==> config.mk <==
export PLATFORM = sky130hd
export DESIGN_NAME = bth_header_regs
export DESIGN_NICKNAME = d
export VERILOG_FILES = /design/src/bth_pkg.sv /design/src/bth_header_regs.sv /design/src/bth_write_cmd_select.sv
export VERILOG_INCLUDE_DIRS = /design/src
export SDC_FILE = /design/constraint.sdc
export NUM_CORES = 1
export LEC_CHECK = 0
export BUFFER_PORTS_ARGS = -buffer_cell sky130_fd_sc_hd__buf_2
export CORE_ASPECT_RATIO = 1.25
export CORE_MARGIN = 1.5
export CORE_UTILIZATION = 40
export CTS_CLUSTER_DIAMETER = 50
export CTS_CLUSTER_SIZE = 20
export DETAILED_ROUTE_END_ITERATION = 12
export PLACE_DENSITY = 0.68
export SYNTH_ARGS = -nofsm -noshare
export SYNTH_HDL_FRONTEND = slang
export SYNTH_SLANG_ARGS = --single-unit
==> constraint.sdc <==
create_clock -name core_clk -period 5.9 [get_ports core_clk]
set_clock_uncertainty 0.1 [all_clocks]
set_input_delay 0.59 -clock core_clk [delete_from_list [all_inputs] [get_ports core_clk]]
set_output_delay 0.59 -clock core_clk [all_outputs]
set_load 0.02 [all_outputs]
==> src/bth_regs.svh <==
// Offsets, field positions, reset values and fixed codes of the type-one header registers.
`ifndef BTH_REGS_SVH
`define BTH_REGS_SVH

// Dword-aligned configuration offsets.
`define BTH_OFF_CLASS_AND_REVISION 8'h08
`define BTH_OFF_HDR_WORD 8'h0C
`define BTH_OFF_CONTROL_WINDOW_BASE 8'h10

// Byte offsets of the four byte registers packed into the 0Ch dword.
`define BTH_OFF_CACHE_LINE_SIZE 8'h0C
`define BTH_OFF_PRIMARY_LATENCY_TIMER 8'h0D
`define BTH_OFF_HEADER_LAYOUT_TYPE 8'h0E
`define BTH_OFF_SELF_TEST_CONTROL 8'h0F

// Fixed class code fields.
`define BTH_FUNCTION_CATEGORY_CODE 8'h06
`define BTH_SUBCLASS_CODE 8'h04
`define BTH_PROGRAMMING_INTERFACE_CODE 8'h00

// Reset and fixed values of the byte registers.
`define BTH_CACHE_LINE_SIZE_RST 8'h00
`define BTH_PRIMARY_LATENCY_TIMER_VAL 8'h00
`define BTH_HEADER_LAYOUT_TYPE_VAL 8'h01
`define BTH_SELF_TEST_CONTROL_VAL 8'h00

// Control window base layout.
`define BTH_CONTROL_WINDOW_BASE_RST 32'h0000_0000
`define BTH_BASE_ADDR_MSB 31
`define BTH_BASE_ADDR_LSB 12
`define BTH_BASE_ADDR_BITS 20
`define BTH_BASE_LOW_BITS 12'h000

`endif

==> src/bth_pkg.sv <==
// Types shared by the type-one header register bank.
package bth_pkg;

    // Command chosen for a forwarded downstream posted write.
    typedef enum logic {
        BTH_PLAIN_MEMORY_WRITE,
        BTH_INVALIDATING_MEMORY_WRITE
    } bth_wcmd_t;

    // Whole state of the register bank top.
    typedef struct packed {
        logic [7:0] cache_line_size;
        logic [19:0] base_addr;
        logic cfg_ack;
        logic [31:0] cfg_rdata;
        logic wr_cmd_valid;
        bth_wcmd_t wr_cmd;
    } bth_state_t;

endpackage

==> src/bth_header_regs.sv <==
// Type-one configuration header registers from 08h to 13h with posted write command selection.
`timescale 1ns/1ps
`include "bth_regs.svh"

// How it works
// - Class top byte reads 06h.
// - Class bits 23:16 read 04h.
// - Programming interface byte reads 00h.
// - Low class byte holds read-only revision.
// - Posted writes default to plain write.
// - Invalidate needs line size power two.
// - Invalidate needs aligned whole-line write.
// - Invalidate needs full lanes and enable.
// - Cache line size read/write, resets 00h.
// - Primary latency timer reads 00h always.
// - Header type reads 01h.
// - Header type bit 7 reads zero.
// - Self-test register reads 00h.
// - Base bits writable only when window enabled.
// - Base requests a 4096-byte window.
// - Base bits 11:4 read zero.
// - Base bit 3 reads zero.
// - Base bits 2:0 read zero.
module bth_header_regs #(
    parameter logic [7:0] SILICON_REVISION = 8'h01 // Arbitrary neutral value.
) (
    // Clock and reset.
    input wire logic core_clk,
    input wire logic resetn,
    // Configuration requests from the upstream host.
    input wire logic cfg_req,
    input wire logic cfg_write,
    input wire logic [7:0] cfg_addr,
    input wire logic [3:0] cfg_be,
    input wire logic [31:0] cfg_wdata,
    output logic cfg_ack,
    output logic [31:0] cfg_rdata,
    // Enables held in other configuration registers.
    input wire logic control_window_enable,
    input wire logic invalidate_enable,
    // Downstream posted write to classify.
    input wire logic wr_valid,
    input wire logic [31:0] wr_addr,
    input wire logic [9:0] wr_len_dw,
    input wire logic [3:0] wr_first_be,
    input wire logic [3:0] wr_last_be,
    output logic wr_cmd_valid,
    output bth_pkg::bth_wcmd_t wr_cmd,
    // Current cache line size for the local bus side.
    output logic [7:0] cache_line_size
);
    import bth_pkg::*;

    logic [1:0] rst_sync;
    logic rst_n;
    bth_state_t state;
    bth_state_t next_state;
    bth_wcmd_t sel_cmd;
    logic [31:0] class_word;
    logic [31:0] hdr_word;
    logic [31:0] base_word;

    // Release of the asynchronous reset through two flip-flops.
    always_ff @(posedge core_clk or negedge resetn) begin
        if (!resetn) begin
            rst_sync <= 2'h0;
        end else begin
            rst_sync <= {rst_sync[0], 1'b1};
        end
    end
    assign rst_n = rst_sync[1];

    // Command selector looks at the live line size.
    bth_write_cmd_select u_select (
        .cache_line_size(state.cache_line_size),
        .invalidate_enable(invalidate_enable),
        .wr_addr(wr_addr),
        .wr_len_dw(wr_len_dw),
        .wr_first_be(wr_first_be),
        .wr_last_be(wr_last_be),
        .wr_cmd(sel_cmd)
    );

    // Read images of the three dwords.
    always_comb begin
        class_word[31:24] = `BTH_FUNCTION_CATEGORY_CODE;
        class_word[23:16] = `BTH_SUBCLASS_CODE;
        class_word[15:8] = `BTH_PROGRAMMING_INTERFACE_CODE;
        class_word[7:0] = SILICON_REVISION;
        hdr_word[7:0] = state.cache_line_size;
        hdr_word[15:8] = `BTH_PRIMARY_LATENCY_TIMER_VAL;
        hdr_word[23:16] = `BTH_HEADER_LAYOUT_TYPE_VAL;
        hdr_word[31:24] = `BTH_SELF_TEST_CONTROL_VAL;
        if (control_window_enable) begin
            base_word[`BTH_BASE_ADDR_MSB:`BTH_BASE_ADDR_LSB] = state.base_addr;
        end else begin
            base_word[`BTH_BASE_ADDR_MSB:`BTH_BASE_ADDR_LSB] = '0;
        end
        base_word[11:0] = `BTH_BASE_LOW_BITS;
    end

    // Next state: configuration access, then posted write decision.
    always_comb begin
        next_state = state;
        next_state.cfg_ack = 1'b0;
        next_state.wr_cmd_valid = 1'b0;
        if (cfg_req) begin
            next_state.cfg_ack = 1'b1;
            next_state.cfg_rdata = 32'h0000_0000;
            if (!cfg_write) begin
                case (cfg_addr & 8'hFC)
                    `BTH_OFF_CLASS_AND_REVISION: begin
                        next_state.cfg_rdata = class_word;
                    end
                    `BTH_OFF_HDR_WORD: begin
                        next_state.cfg_rdata = hdr_word;
                    end
                    `BTH_OFF_CONTROL_WINDOW_BASE: begin
                        next_state.cfg_rdata = base_word;
                    end
                    default: begin
                        next_state.cfg_rdata = 32'h0000_0000;
                    end
                endcase
            end else begin
                case (cfg_addr & 8'hFC)
                    `BTH_OFF_HDR_WORD: begin
                        if (cfg_be[0]) begin
                            next_state.cache_line_size = cfg_wdata[7:0];
                        end
                    end
                    `BTH_OFF_CONTROL_WINDOW_BASE: begin
                        // twenty address bits, gated by enable.
                        if (control_window_enable) begin
                            if (cfg_be[1]) begin
                                next_state.base_addr[3:0] = cfg_wdata[15:12];
                            end
                            if (cfg_be[2]) begin
                                next_state.base_addr[11:4] = cfg_wdata[23:16];
                            end
                            if (cfg_be[3]) begin
                                next_state.base_addr[19:12] = cfg_wdata[31:24];
                            end
                        end
                    end
                    default: begin
                        next_state.base_addr = state.base_addr;
                    end
                endcase
            end
        end
        if (wr_valid) begin
            next_state.wr_cmd_valid = 1'b1;
            next_state.wr_cmd = sel_cmd;
        end
    end

    // State register.
    always_ff @(posedge core_clk or negedge rst_n) begin
        if (!rst_n) begin
            state.cache_line_size <= `BTH_CACHE_LINE_SIZE_RST;
            state.base_addr <= 20'(`BTH_CONTROL_WINDOW_BASE_RST >> `BTH_BASE_ADDR_LSB);
            state.cfg_ack <= 1'b0;
            state.cfg_rdata <= 32'h0000_0000;
            state.wr_cmd_valid <= 1'b0;
            state.wr_cmd <= BTH_PLAIN_MEMORY_WRITE;
        end else begin
            state <= next_state;
        end
    end

    // Outputs straight from the state register.
    assign cfg_ack = state.cfg_ack;
    assign cfg_rdata = state.cfg_rdata;
    assign wr_cmd_valid = state.wr_cmd_valid;
    assign wr_cmd = state.wr_cmd;
    assign cache_line_size = state.cache_line_size;
endmodule

==> src/bth_write_cmd_select.sv <==
// Chooses a plain or an invalidating memory write for one downstream posted write.
`timescale 1ns/1ps

module bth_write_cmd_select (
    // Cache line setup.
    input wire logic [7:0] cache_line_size,
    input wire logic invalidate_enable,
    // Posted write description.
    input wire logic [31:0] wr_addr,
    input wire logic [9:0] wr_len_dw,
    input wire logic [3:0] wr_first_be,
    input wire logic [3:0] wr_last_be,
    // Decision.
    output bth_pkg::bth_wcmd_t wr_cmd
);
    import bth_pkg::*;

    logic line_size_ok;
    logic line_aligned;
    logic whole_line;
    logic lanes_full;
    logic [7:0] line_mask;

    assign line_mask = cache_line_size - 8'h01;
    assign line_size_ok = (cache_line_size != 8'h00) && ((cache_line_size & line_mask) == 8'h00);

    assign line_aligned = (wr_addr[1:0] == 2'h0) && ((wr_addr[9:2] & line_mask) == 8'h00);
    assign whole_line = wr_len_dw >= {2'h0, cache_line_size};

    assign lanes_full = (wr_first_be == 4'hF) && (wr_last_be == 4'hF);

    // plain write unless every condition holds.
    always_comb begin
        if (line_size_ok && line_aligned && whole_line && lanes_full && invalidate_enable) begin
            wr_cmd = BTH_INVALIDATING_MEMORY_WRITE;
        end else begin
            wr_cmd = BTH_PLAIN_MEMORY_WRITE;
        end
    end
endmodule

# Yosys cells after proc, flatten, opt, wreduce, memory -nomap -nowiden
# Index checks and enable logic that the tools add are counted.
op_classes:
  n_addsub: 1
  magnitude_cmp: 1
  n_eq_ne: 5
  mux: 6
  bitwise: 2
  reduce_logical: 15
op_table:
  columns: ["op", "count"]
  rows:
  - ["$pmux W32 S3", 1]
  - ["$mux W33", 1]
  - ["$mux W32", 1]
  - ["$mux W20", 1]
  - ["$and A8 B8 Y8", 2]
  - ["$logic_not A8 Y1", 2]
  - ["$reduce_and A5 Y1", 3]
  - ["$eq A6 B2 Y1 const B", 2]
  - ["$ge A10 B8 Y1", 1]
  - ["$eq A4 B4 Y1 const B", 2]
  - ["$reduce_bool A8 Y1", 1]
  - ["$sub A8 B1 Y8 const B", 1]
  - ["$logic_and A1 B1 Y1", 7]
  - ["$eq A6 B3 Y1 const B", 1]
  - ["$reduce_and A4 Y1", 1]
  - ["$logic_not A2 Y1", 1]
  - ["$mux W2", 1]
  - ["$mux W1", 1]
word_totals:
  regBits: 65
  input_bits: 101
  output_inout_bits: 43
  elab_cells: 39

# Longest topological paths before layout
# Gate-level depths: netlist of the first run.
logic_depth:
  depth_word: 10
  mapped_depth: 8
  depth_no_buf: 8

# By module
# A second synthesis of the first run with hierarchy kept.
hier_totals:
  cells_unflattened: 248
  area_unflattened_um2: 3085.5
by_module_without_submodules:
  columns: ["module", "instances", "cells_per_inst", "area_per_inst_um2", "seq_area_each_um2"]
  rows:
  - ["bth_header_regs", 1, 187, 2601.2, 1526.5]
  - ["bth_write_cmd_select", 1, 61, 484.2, 0.0]

# Worst setup path after synthesis of the first run
# No wires, ideal clock.
synth_timing:
  kind: "input to register"
  startpoint: "in wr_len_dw[7]"
  endpoint: "reg wr_cmd (netlist name)"
  setup_time_ps: 120
  arrival_time_ps: 1602
  required_ps: 5680
  path_slack_ps: 4078
  cell_stages: 4
  n_path_buf: 0
  path_cell_list: "ha_1 a2111oi_0 o311ai_0 a41o_1"
synth_via:
  elab_chain_len: 5
synth_rtl:
  columns: ["item", "line_no", "text"]
  rows:
  - ["start, declared", "bth_header_regs.sv:44", "input wire logic [9:0] wr_len_dw,"]
  - ["$ge A10 B8 Y1", "bth_write_cmd_select.sv:28", "assign whole_line = wr_len_dw >= {2'h0, cache_line_size};"]
  - ["$logic_and A1 B1 Y1 (3 in a row)", "bth_write_cmd_select.sv:34", "if (line_size_ok && line_aligned && whole_line && lanes_full && invalidate_enable) begin"]
  - ["$mux W1", "bth_write_cmd_select.sv:34", null]
# No other way between the ends.
# A chain may end at the register's enable or synchronous reset.

# Worst setup path after layout of the first run
layout_timing:
  startpoint: "in cfg_req"
  endpoint: "reg cache_line_size[5] (netlist name)"
layout_via:
  elab_chain_len: 1
layout_rtl:
  columns: ["item", "line_no", "text"]
  rows:
  - ["start, declared", "bth_header_regs.sv:31", "input wire logic cfg_req,"]
  - ["$reduce_and A4 Y1 (no source line)", null, null]
# No other way between the ends.

==> reports/metrics.cfg, run 1 <==
[clock_network]
cts_tree=built
clk_latency_ns=0.33
cts.path.max_buffers=2
cts_root_buf=clkbuf_8
htreeDepth=3
clk_pin_slew_ns=0.07
numClockSinks=61
cts_resized=0
cts_made_buffers=9

[timing]
drv_slew=0
tns_ns=0
finalSetupViolCount=0
period_minus_slack_ns=2.50
holdWs_ns=0.250
setup_slack_ns=3.40
tightestPinTransition_ns=0.990
hold_viol=0
grt_setup_unrepaired=false
relSlewSlack_pct=33.8
fmax_ghz=0.400
period_share_pct=42.4

[status]
status=finished, final reports clean

[grt]
grt_pass1_vias=2243
grt_max_degree=60
grt_antenna_before_repair=0
grt_pass1_wl_mm=10.6
overflow=0
track_usage_pct=17.4

[synthesis]
synth_compound_area_share_pct=8.28
yosys_register_bits=61
synth_cells=309
synth_edf_count=0
synth_top_area_share_pct=49.5
synth_top_area_cell=dfrtp_1
synthArstFlopShare_pct=100
synthMuxAreaShare_pct=7.30
synth_area_um2=3080
synth_cell_types=33
synth_common_cells=dfrtp_1, inv_1, buf_4, nand2_1, o21ai_0
synth_top_family_by_area=buffers and inverters
synth-adder-area-share_pct=6.49
synth-xor-area-share_pct=0
synth-seq-area-share_pct=49.5
ys_top_cells_by_area=dfrtp_1, buf_4, mux2_2, ha_1, inv_1
ys.flop_type=dfrtp_1
yosysWarningCount=0
avgSynthCellArea_um2=9.98
yosysMostFrequentCell=dfrtp_1
post_synth_and_or_nand_nor_area_fraction_pct=12.2

[worst_setup_path]
crit_type=input pin to register
worstPathArrival_ns=2.56
startpoint=cfg_req
required_ns=5.96
r2r_start=cache_line_size[0]
start_kind=input pin
cp-end-kind=register
cp_max_fo=30

[floorplanning]
initial_utilization_pct=41.4
dieArea_um2=8250
die-width_um=81.5
core_um2=7440
num_io_pins=144
die_h_um=101
rows=35

[final_layout]
finalInstanceArea_um2=3680
drive_above_1_share_pct=39.1
nets=508
area_delta_synth_final_pct=19.4
fillers=754
diodes=0

[worst_hold_path]
min-delay-start=rst_sync[0]
hold_class=register to register

[routing]
viasPerCell=4.72
drt_first_iter_violations=105
wl_per_cell_um=13.9
drtPass1Iterations=4
drc=0
routed_wirelength_mm=6.79
ant_nets=0
num_vias=2303

[placed_design]
gp_congestion=0.886
dpl_cell_area_um2=3450
io_buffers=111
hpwl_mm=5.15
pre_cts_slack_ns=3.06

[run]
cap_violations=0

[pwr]
p_leak_nw=1.95
peakVddDrop_mv=0.136
power-per-cell-area_nw_per_um2=255

## worst max-delay path, stage by stage
cell	delay, ns
buf_2	0.44
nor4b_4	0.34
nand3b_1	0.16
nor2_1	0.79
o21ai_0	0.24
## registers in the layout (all words and copies together) (netlist names)
signal and count:
state 20, wr_cmd 1, cfg_ack 1, cache_line_size 8
rst_sync 2, cfg_rdata 28, wr_cmd_valid 1
## power breakdown
part,internal (mW),switching (mW)
sequential,0.428,0.00938
combinational,0.0383,0.0507
clock,0.248,0.165
## final timing paths
kind / endpoint / slack (ns) / cells after the start
setup / recovery: cache_line_size[5] / 3.40 / 5
hold / removal: rst_sync[1] / 0.25 / 0
max in group asynchronous: state[52] / 4.91 / 1
min in group asynchronous: cfg_rdata[14] / 0.31 / 1
hold reg to reg: rst_sync[1] / 0.25 / 0
setup reg to reg: wr_cmd / 3.81 / 7
## layout make-up
type | instances | area [µm²] | share of cell area (%)
Clock inverter | 6 | 86.3 | 2.34
Sequential cell | 61 | 1530 | 41.5
Tap cell | 92 | 115 | 3.12
Inverter | 43 | 161 | 4.38
Multi-Input combinational cell | 162 | 1070 | 29.2
Timing Repair Buffer | 114 | 581 | 15.8
Clock buffer | 10 | 138 | 3.74
## routing by layer
metal,part of all wire [%],vias to the layer above,track usage (%)
met5,0,-,0
met4,1.4,0,5.97
met3,6.3,11,5.68
met2,50,99,29.8
met1,42,1062,20.3
li1,-,1131,-
## metrics by stage
step                      instances  util [%]  total power [mW]
after global routing            488      49.5             0.984
after floorplan                 312         -             0.497
after global placement          471      46.3             0.532
after CTS                       488      49.5             0.952
final                           488      49.5             0.940
after detailed placement        471      46.3             0.536
## placed cells by master, fill, tap and decap left out, drive strengths merged
master	n
ha	16
buf	113
o311ai	1
a221oi	1
o21ai	33
dfrtp	61
nand2b	2
nand3	5
nand2	42
clkbuf	10
nor4b	2
clkinvlp	1
nor2	5
bufinv	2
mux2	20
nor3	3
or3	1
conb	5
nor3b	1
dlygate4sd3	1
nand3b	1
nor2b	4
a21oi	7
inv	43
o22ai	3
nand4	4
a41o	1
nand4b	2
a2111oi	1
nor4	2
clkinv	3
## logic make-up after synthesis
| family | Yosys count |
|---|---|
| buffers and inverters | 89 |
| AND/OR/NAND/NOR | 74 |
| flip-flops | 61 |
| AO/OA/AOI/OAI | 47 |
| multiplexers | 20 |
| adder cells (fa/ha/maj) | 16 |
| other | 2 |
## what timing repair did
item	CTS	global route
setup buffers	0	0
hold buffers	1	0
hold endpoints to repair	2	0
(Power assumes the default switching activity.)
==> inputs of run 2 (changes only) <==
Clock period 5.9 ns to 2.5 ns, I/O delays scaled along.
==> run 2 against run 1 <==
Non-clock buffer count increased by 5. Utilization increased by 0.42 points. Count of clock-buffer cells in the layout unchanged. First-iteration DRC count decreased by 6.7%. Via count increased by 1.6%. Critical path depth increased by 2. Sequential share of layout area decreased by 0.35 points. Highest routed layer unchanged.
==> reports/metrics.cfg, run 2 (same netlist as run 1, synthesis figures left out) <==
[clock_network]
postCtsSetupBuffers=0  ; unchanged
clk_latency_ns=0.33  ; about the same
cts_made_buffers=9  ; unchanged
hold_buffers=2  ; was 1
cts_root_buf=clkbuf_8  ; unchanged
cts_tree=built  ; unchanged
cts_resized=0  ; unchanged
cts.path.max_buffers=2  ; unchanged
htreeDepth=3  ; unchanged
clk_pin_slew_ns=0.07  ; about the same
numClockSinks=61  ; unchanged

[routing]
wl_per_cell_um=13.7  ; was 13.9 µm
viasPerCell=4.75  ; was 4.72
num_vias=2340  ; was 2,303
ant_nets=0  ; unchanged
drtPass1Iterations=7  ; was 4
routed_wirelength_mm=6.77  ; was 6.79 mm
drc=0  ; unchanged
drt_first_iter_violations=98  ; was 105

[run]
cap_violations=0  ; unchanged

[floorplanning]
die-width_um=81.5  ; unchanged
initial_utilization_pct=41.4  ; unchanged
dieArea_um2=8250  ; unchanged
core_um2=7440  ; unchanged
num_io_pins=144  ; unchanged
die_h_um=101  ; unchanged
rows=35  ; unchanged

[grt]
grt_pass1_wl_mm=11.0  ; was 10.6 mm
track_usage_pct=17.9  ; was 17.4%
grt_antenna_before_repair=0  ; unchanged
grt_pass1_vias=2351  ; was 2,243
overflow=0  ; unchanged
grt_max_degree=33  ; was 60

[worst_setup_path]
crit_slowest_cell=dfrtp_1  ; was nor2_1
cpPeakStageDelay_ns=0.43  ; was 0.79 ns
crit_path_frequent_cell=nor3_1
cp.buffers_inverters=1  ; unchanged
cpLargestDelayFamily=simple AND/OR/NAND/NOR gates  ; unchanged
crit_type=register to register  ; was input pin to register
start_kind=register  ; was input pin
path_cells=nor3_1 > inv_1 > ha_1 > nor4b_1 > nand2_1 > nor3_1 > a41o_1  ; was buf_2 > nor4b_4 > nand3b_1 > nor2_1 > o21ai_0
cp-end-kind=register  ; unchanged
required_ns=2.67  ; was 5.96 ns
worstPathArrival_ns=2.16  ; was 2.56 ns
cp_max_fo=6  ; was 30

[final_layout]
largest_reg_flops=28  ; unchanged
fin_util_pct=49.9  ; was 49.5%
drive_above_1_share_pct=39.4  ; was 39.1%
area_delta_synth_final_pct=20.4  ; was 19.4%
nets=513  ; was 508
mostFrequentLayoutCells=buf_2, dfrtp_1, inv_1, nand2_1, o21ai_0  ; unchanged
regMostFlops=cfg_rdata  ; unchanged
finalInstanceArea_um2=3710  ; was 3680 µm²
diodes=0  ; unchanged
mostFrequentLayoutCell=buf_2  ; unchanged
reg.largest.list=cfg_rdata x28, state x20, cache_line_size x8  ; unchanged

[status]
status=finished, final reports clean  ; unchanged

[timing]
fmax_ghz=0.501
finalSetupViolCount=0  ; unchanged
holdWs_ns=0.0204  ; was 0.250 ns
tns_ns=0  ; unchanged
period_share_pct=79.9
period_minus_slack_ns=2.00
relSlewSlack_pct=53.6  ; was 33.8%
tightestPinTransition_ns=0.695  ; was 0.990 ns
drv_slew=0  ; unchanged
hold_viol=0  ; unchanged
grt_setup_unrepaired=false  ; unchanged

[placed_design]
gp_congestion=0.885  ; was 0.886
dpl_cell_area_um2=3480  ; was 3450 µm²
io_buffers=111  ; unchanged
hpwl_mm=5.11  ; was 5.15 mm

[pwr]
power.total_mw=2.19  ; was 940 µW
peakVddDrop_mv=0.288  ; was 0.136 mV
power-per-cell-area_nw_per_um2=590  ; was 255 nW/µm²
p_leak_nw=1.97  ; was 1.95 nW

[worst_hold_path]
hold_class=input pin to register  ; was register to register

-- run 2: cell types whose count changed in the layout (fill, tap and decap cells not counted) --
cell / previous run / this run
dlygate4sd3_1: 1 / 2
buf_4: 2 / 6
clkinvlp_4: 1 / 0
clkbuf_1: 0 / 1
clkbuf_8: 10 / 9
clkinv_4: 1 / 2
-- run 2: path summary, 6_finish.rpt --
check | from | endpoint | slack, ns | cells after the start
worst max-delay path | cache_line_size[0] | wr_cmd | 0.50 | 7
worst min-delay path | cfg_wdata[4] | cache_line_size[4] | 0.02 | 3
worst max register to register | cache_line_size[0] | wr_cmd | 0.50 | 7
worst min register to register | rst_sync[1] | cfg_rdata[12] | 0.22 | 0
max in group asynchronous | rst_sync[1] | state[48] | 1.38 | 1
min in group asynchronous | resetn | rst_sync[1] | 0.12 | 2
-- run 2: area by class of cell --
type | count | area (µm²)
Timing Repair Buffer | 119 | 621
Clock buffer | 10 | 128
Fill cell | 722 | 3730
Tap cell | 92 | 115
Clock inverter | 6 | 87.6
Multi-Input combinational cell | 162 | 1070
Inverter | 43 | 161
Sequential cell | 61 | 1530
-- run 2: tightest hold or removal path, stage by stage --
cell	delay [ns]
buf_2	0.07
nand2_1	0.03
o21ai_0	0.05
-- run 2: stage by stage --
| stage | cells | setup slack (ns) |
|---|---|---|
| after floorplan | 312 | 0.576 |
| final | 493 | 0.504 |
| after global placement | 475 | 0.477 |
| after global routing | 493 | 0.188 |
| after detailed placement | 475 | 0.465 |
| after CTS | 493 | 0.467 |
-- run 2: report_power, final --
part / internal [mW] / switching (mW)
logic: 0.0938 / 0.112
registers: 1.01 / 0.0301
clock network: 0.561 / 0.385
total: 1.67 / 0.527
-- run 2: routing by layer --
metal | global-route usage (%) | wire, µm | vias up
met3 | 5.32 | 427 | 11
met2 | 31.2 | 3430 | 87
met5 | 0 | 0 | -
li1 | - | - | 1146
met1 | 20.6 | 2810 | 1096
met4 | 6.63 | 109 | 0
==> inputs of run 3 (changes only) <==
Clock period 2.5 ns to 1.9 ns, I/O delays scaled along.
==> run 3 against run 2 <==
First-iteration DRC count shrank 42%. Non-clock buffer count grew 37. Flip-flop and latch count is the same. Combinational power grew 82%. Largest power group unchanged. Largest cell class unchanged. Global-route usage grew 1.1 points.
==> reports/metrics.cfg, run 3 (same netlist as run 1, synthesis figures left out) <==
[floorplanning]
core_um2=7440  ; unchanged
num_io_pins=144  ; unchanged
dieArea_um2=8250  ; unchanged
die-width_um=81.5  ; unchanged
rows=35  ; unchanged
initial_utilization_pct=41.4  ; unchanged
die_h_um=101  ; unchanged

[routing]
viasPerCell=4.76  ; was 4.75
drc=0  ; unchanged
drtPass1Iterations=4  ; was 7
drt_first_iter_violations=57  ; was 98
num_vias=2525  ; was 2,340
wl_per_cell_um=13.7  ; about the same
routed_wirelength_mm=7.26  ; was 6.77 mm
ant_nets=0  ; unchanged

[grt]
grt_pass1_wl_mm=11.5  ; was 11.0 mm
grt_max_degree=60  ; was 33
grt_pass1_vias=2456  ; was 2,351
grt_antenna_before_repair=0  ; unchanged
track_usage_pct=19.0  ; was 17.9%
overflow=0  ; unchanged

[clock_network]
cts_made_buffers=9  ; unchanged
cts_root_buf=clkbuf_8  ; unchanged
numClockSinks=61  ; unchanged
cts.path.max_buffers=2  ; unchanged
clk_latency_ns=0.34  ; was 0.33 ns
postCtsSetupBuffers=0  ; unchanged
clk_pin_slew_ns=0.06  ; was 0.07 ns
htreeDepth=3  ; unchanged
cts_tree=built  ; unchanged

[timing]
hold_viol=0  ; unchanged
drv_slew=0  ; unchanged
tns_ns=0  ; unchanged
fmax_ghz=0.540  ; was 0.501 GHz
finalSetupViolCount=0  ; unchanged
grt_setup_unrepaired=true  ; was false
period_share_pct=97.4  ; was 79.9%
period_minus_slack_ns=1.85  ; was 2.00 ns

[final_layout]
drive_above_1_share_pct=41.3  ; was 39.4%
diodes=0  ; unchanged
nets=550  ; was 513
reg.largest.list=cfg_rdata x28, state x20, cache_line_size x8  ; unchanged
mostFrequentLayoutCell=buf_2  ; unchanged
mostFrequentLayoutCells=buf_2, dfrtp_1, inv_1, nand2_1, o21ai_0  ; unchanged
area_delta_synth_final_pct=32.8  ; was 20.4%
largest_reg_flops=28  ; unchanged
finalInstanceArea_um2=4100  ; was 3710 µm²
regMostFlops=cfg_rdata  ; unchanged
instances_no_fill=530  ; was 493

[placed_design]
io_buffers=111  ; unchanged
dp.cells=485  ; was 475
gp_congestion=0.821  ; was 0.885
hpwl_mm=5.08  ; was 5.11 mm
dpl_cell_area_um2=3570  ; was 3480 µm²

[worst_hold_path]
hold_class=input pin to register  ; unchanged

[worst_setup_path]
worstPathArrival_ns=2.03  ; was 2.16 ns
required_ns=2.08  ; was 2.67 ns
cp_max_fo=5  ; was 6
cp-end-kind=register  ; unchanged
crit_type=register to register  ; unchanged
start_kind=register  ; unchanged

[pwr]
p_leak_nw=2.10  ; was 1.97 nW
power-per-cell-area_nw_per_um2=685  ; was 590 nW/µm²
peakVddDrop_mv=0.359  ; was 0.288 mV

[run]
cap_violations=0  ; unchanged

[status]
status=finished, final reports clean  ; unchanged

==> run 3: cell count changes in the layout (fill, tap and decap cells not counted), moves of 2 or more <==
cell | previous run | this run
dlygate4sd3_1 | 2 | 29
buf_4 | 6 | 15
ha_1 | 16 | 12
ha_2 | 0 | 4
clkinvlp_4 | 0 | 3
bufinv_16 | 2 | 0
clkbuf_8 | 9 | 11
clkinv_2 | 2 | 0
clkinv_4 | 2 | 0
nor3_1 | 3 | 1
nor3_2 | 0 | 2
nor4_1 | 2 | 0
nor4_2 | 0 | 2
==> run 3: routing by layer <==
metal | track usage (%) | vias up | part of all wire (%)
met5 | 0 | - | 0
met4 | 12.2 | 0 | 4.1
met3 | 4.59 | 24 | 6.1
met2 | 31.5 | 102 | 50
met1 | 21.6 | 1180 | 40
li1 | - | 1219 | -
==> run 3: metrics by stage <==
step	worst slack (ns)	hold slack (ns)	total power [mW]	util, %
after floorplan	0.124	-0.206	1.54	-
after global routing	-0.104	0.00776	2.92	55.0
after CTS	0.0214	0.000524	2.82	54.5
final	0.0490	0.00932	2.80	55.0
after detailed placement	-0.0672	-0.124	1.69	47.9
after global placement	-0.0569	-0.125	1.68	47.9
==> run 3: what timing repair did <==
item / CTS / global route
endpoints found under the setup margin: 1 / 1
pin swaps: 1 / 0
hold buffers: 29 / 0
resized for setup: 2 / 12
cloned: 0 / 0
hold endpoints to repair: 30 / 0
==> run 3: final cells by class <==
| cell class | count | area [µm²] |
|---|---|---|
| Timing Repair Buffer | 156 | 978 |
| Clock inverter | 4 | 31.3 |
| Sequential cell | 61 | 1530 |
| Clock buffer | 12 | 155 |
| Fill cell | 669 | 3350 |
| Tap cell | 92 | 115 |
| Inverter | 43 | 161 |
| Multi-Input combinational cell | 162 | 1130 |
==> run 3: critical path, cell delays in order (launching register included) <==
cell	delay (ns)
dfrtp_2	0.44
inv_1	0.09
ha_2	0.19
nand3_1	0.07
ha_1	0.21
nor4_2	0.24
nand2_1	0.09
nor3_2	0.18
a41o_1	0.18
==> run 3: final timing paths <==
kind,slack [ns],from,endpoint,cells past startpoint
max reg2reg,0.05,cache_line_size[0],wr_cmd,8
min in group asynchronous,0.06,resetn,rst_sync[1],2
max,0.05,cache_line_size[0],wr_cmd,8
min,0.009,cfg_wdata[25],state[48],2
max in group asynchronous,1.24,rst_sync[1],cache_line_size[0],1
min reg2reg,0.16,rst_sync[1],cfg_rdata[13],1
==> run 3: power breakdown <==
part,internal (mW),switching (mW),leakage (nW),total [mW]
Clock,0.549,0.530,0.0852,1.08
Sequential,1.33,0.0218,0.802,1.35
Combinational,0.187,0.187,1.22,0.374
Total,2.07,0.739,2.10,2.80
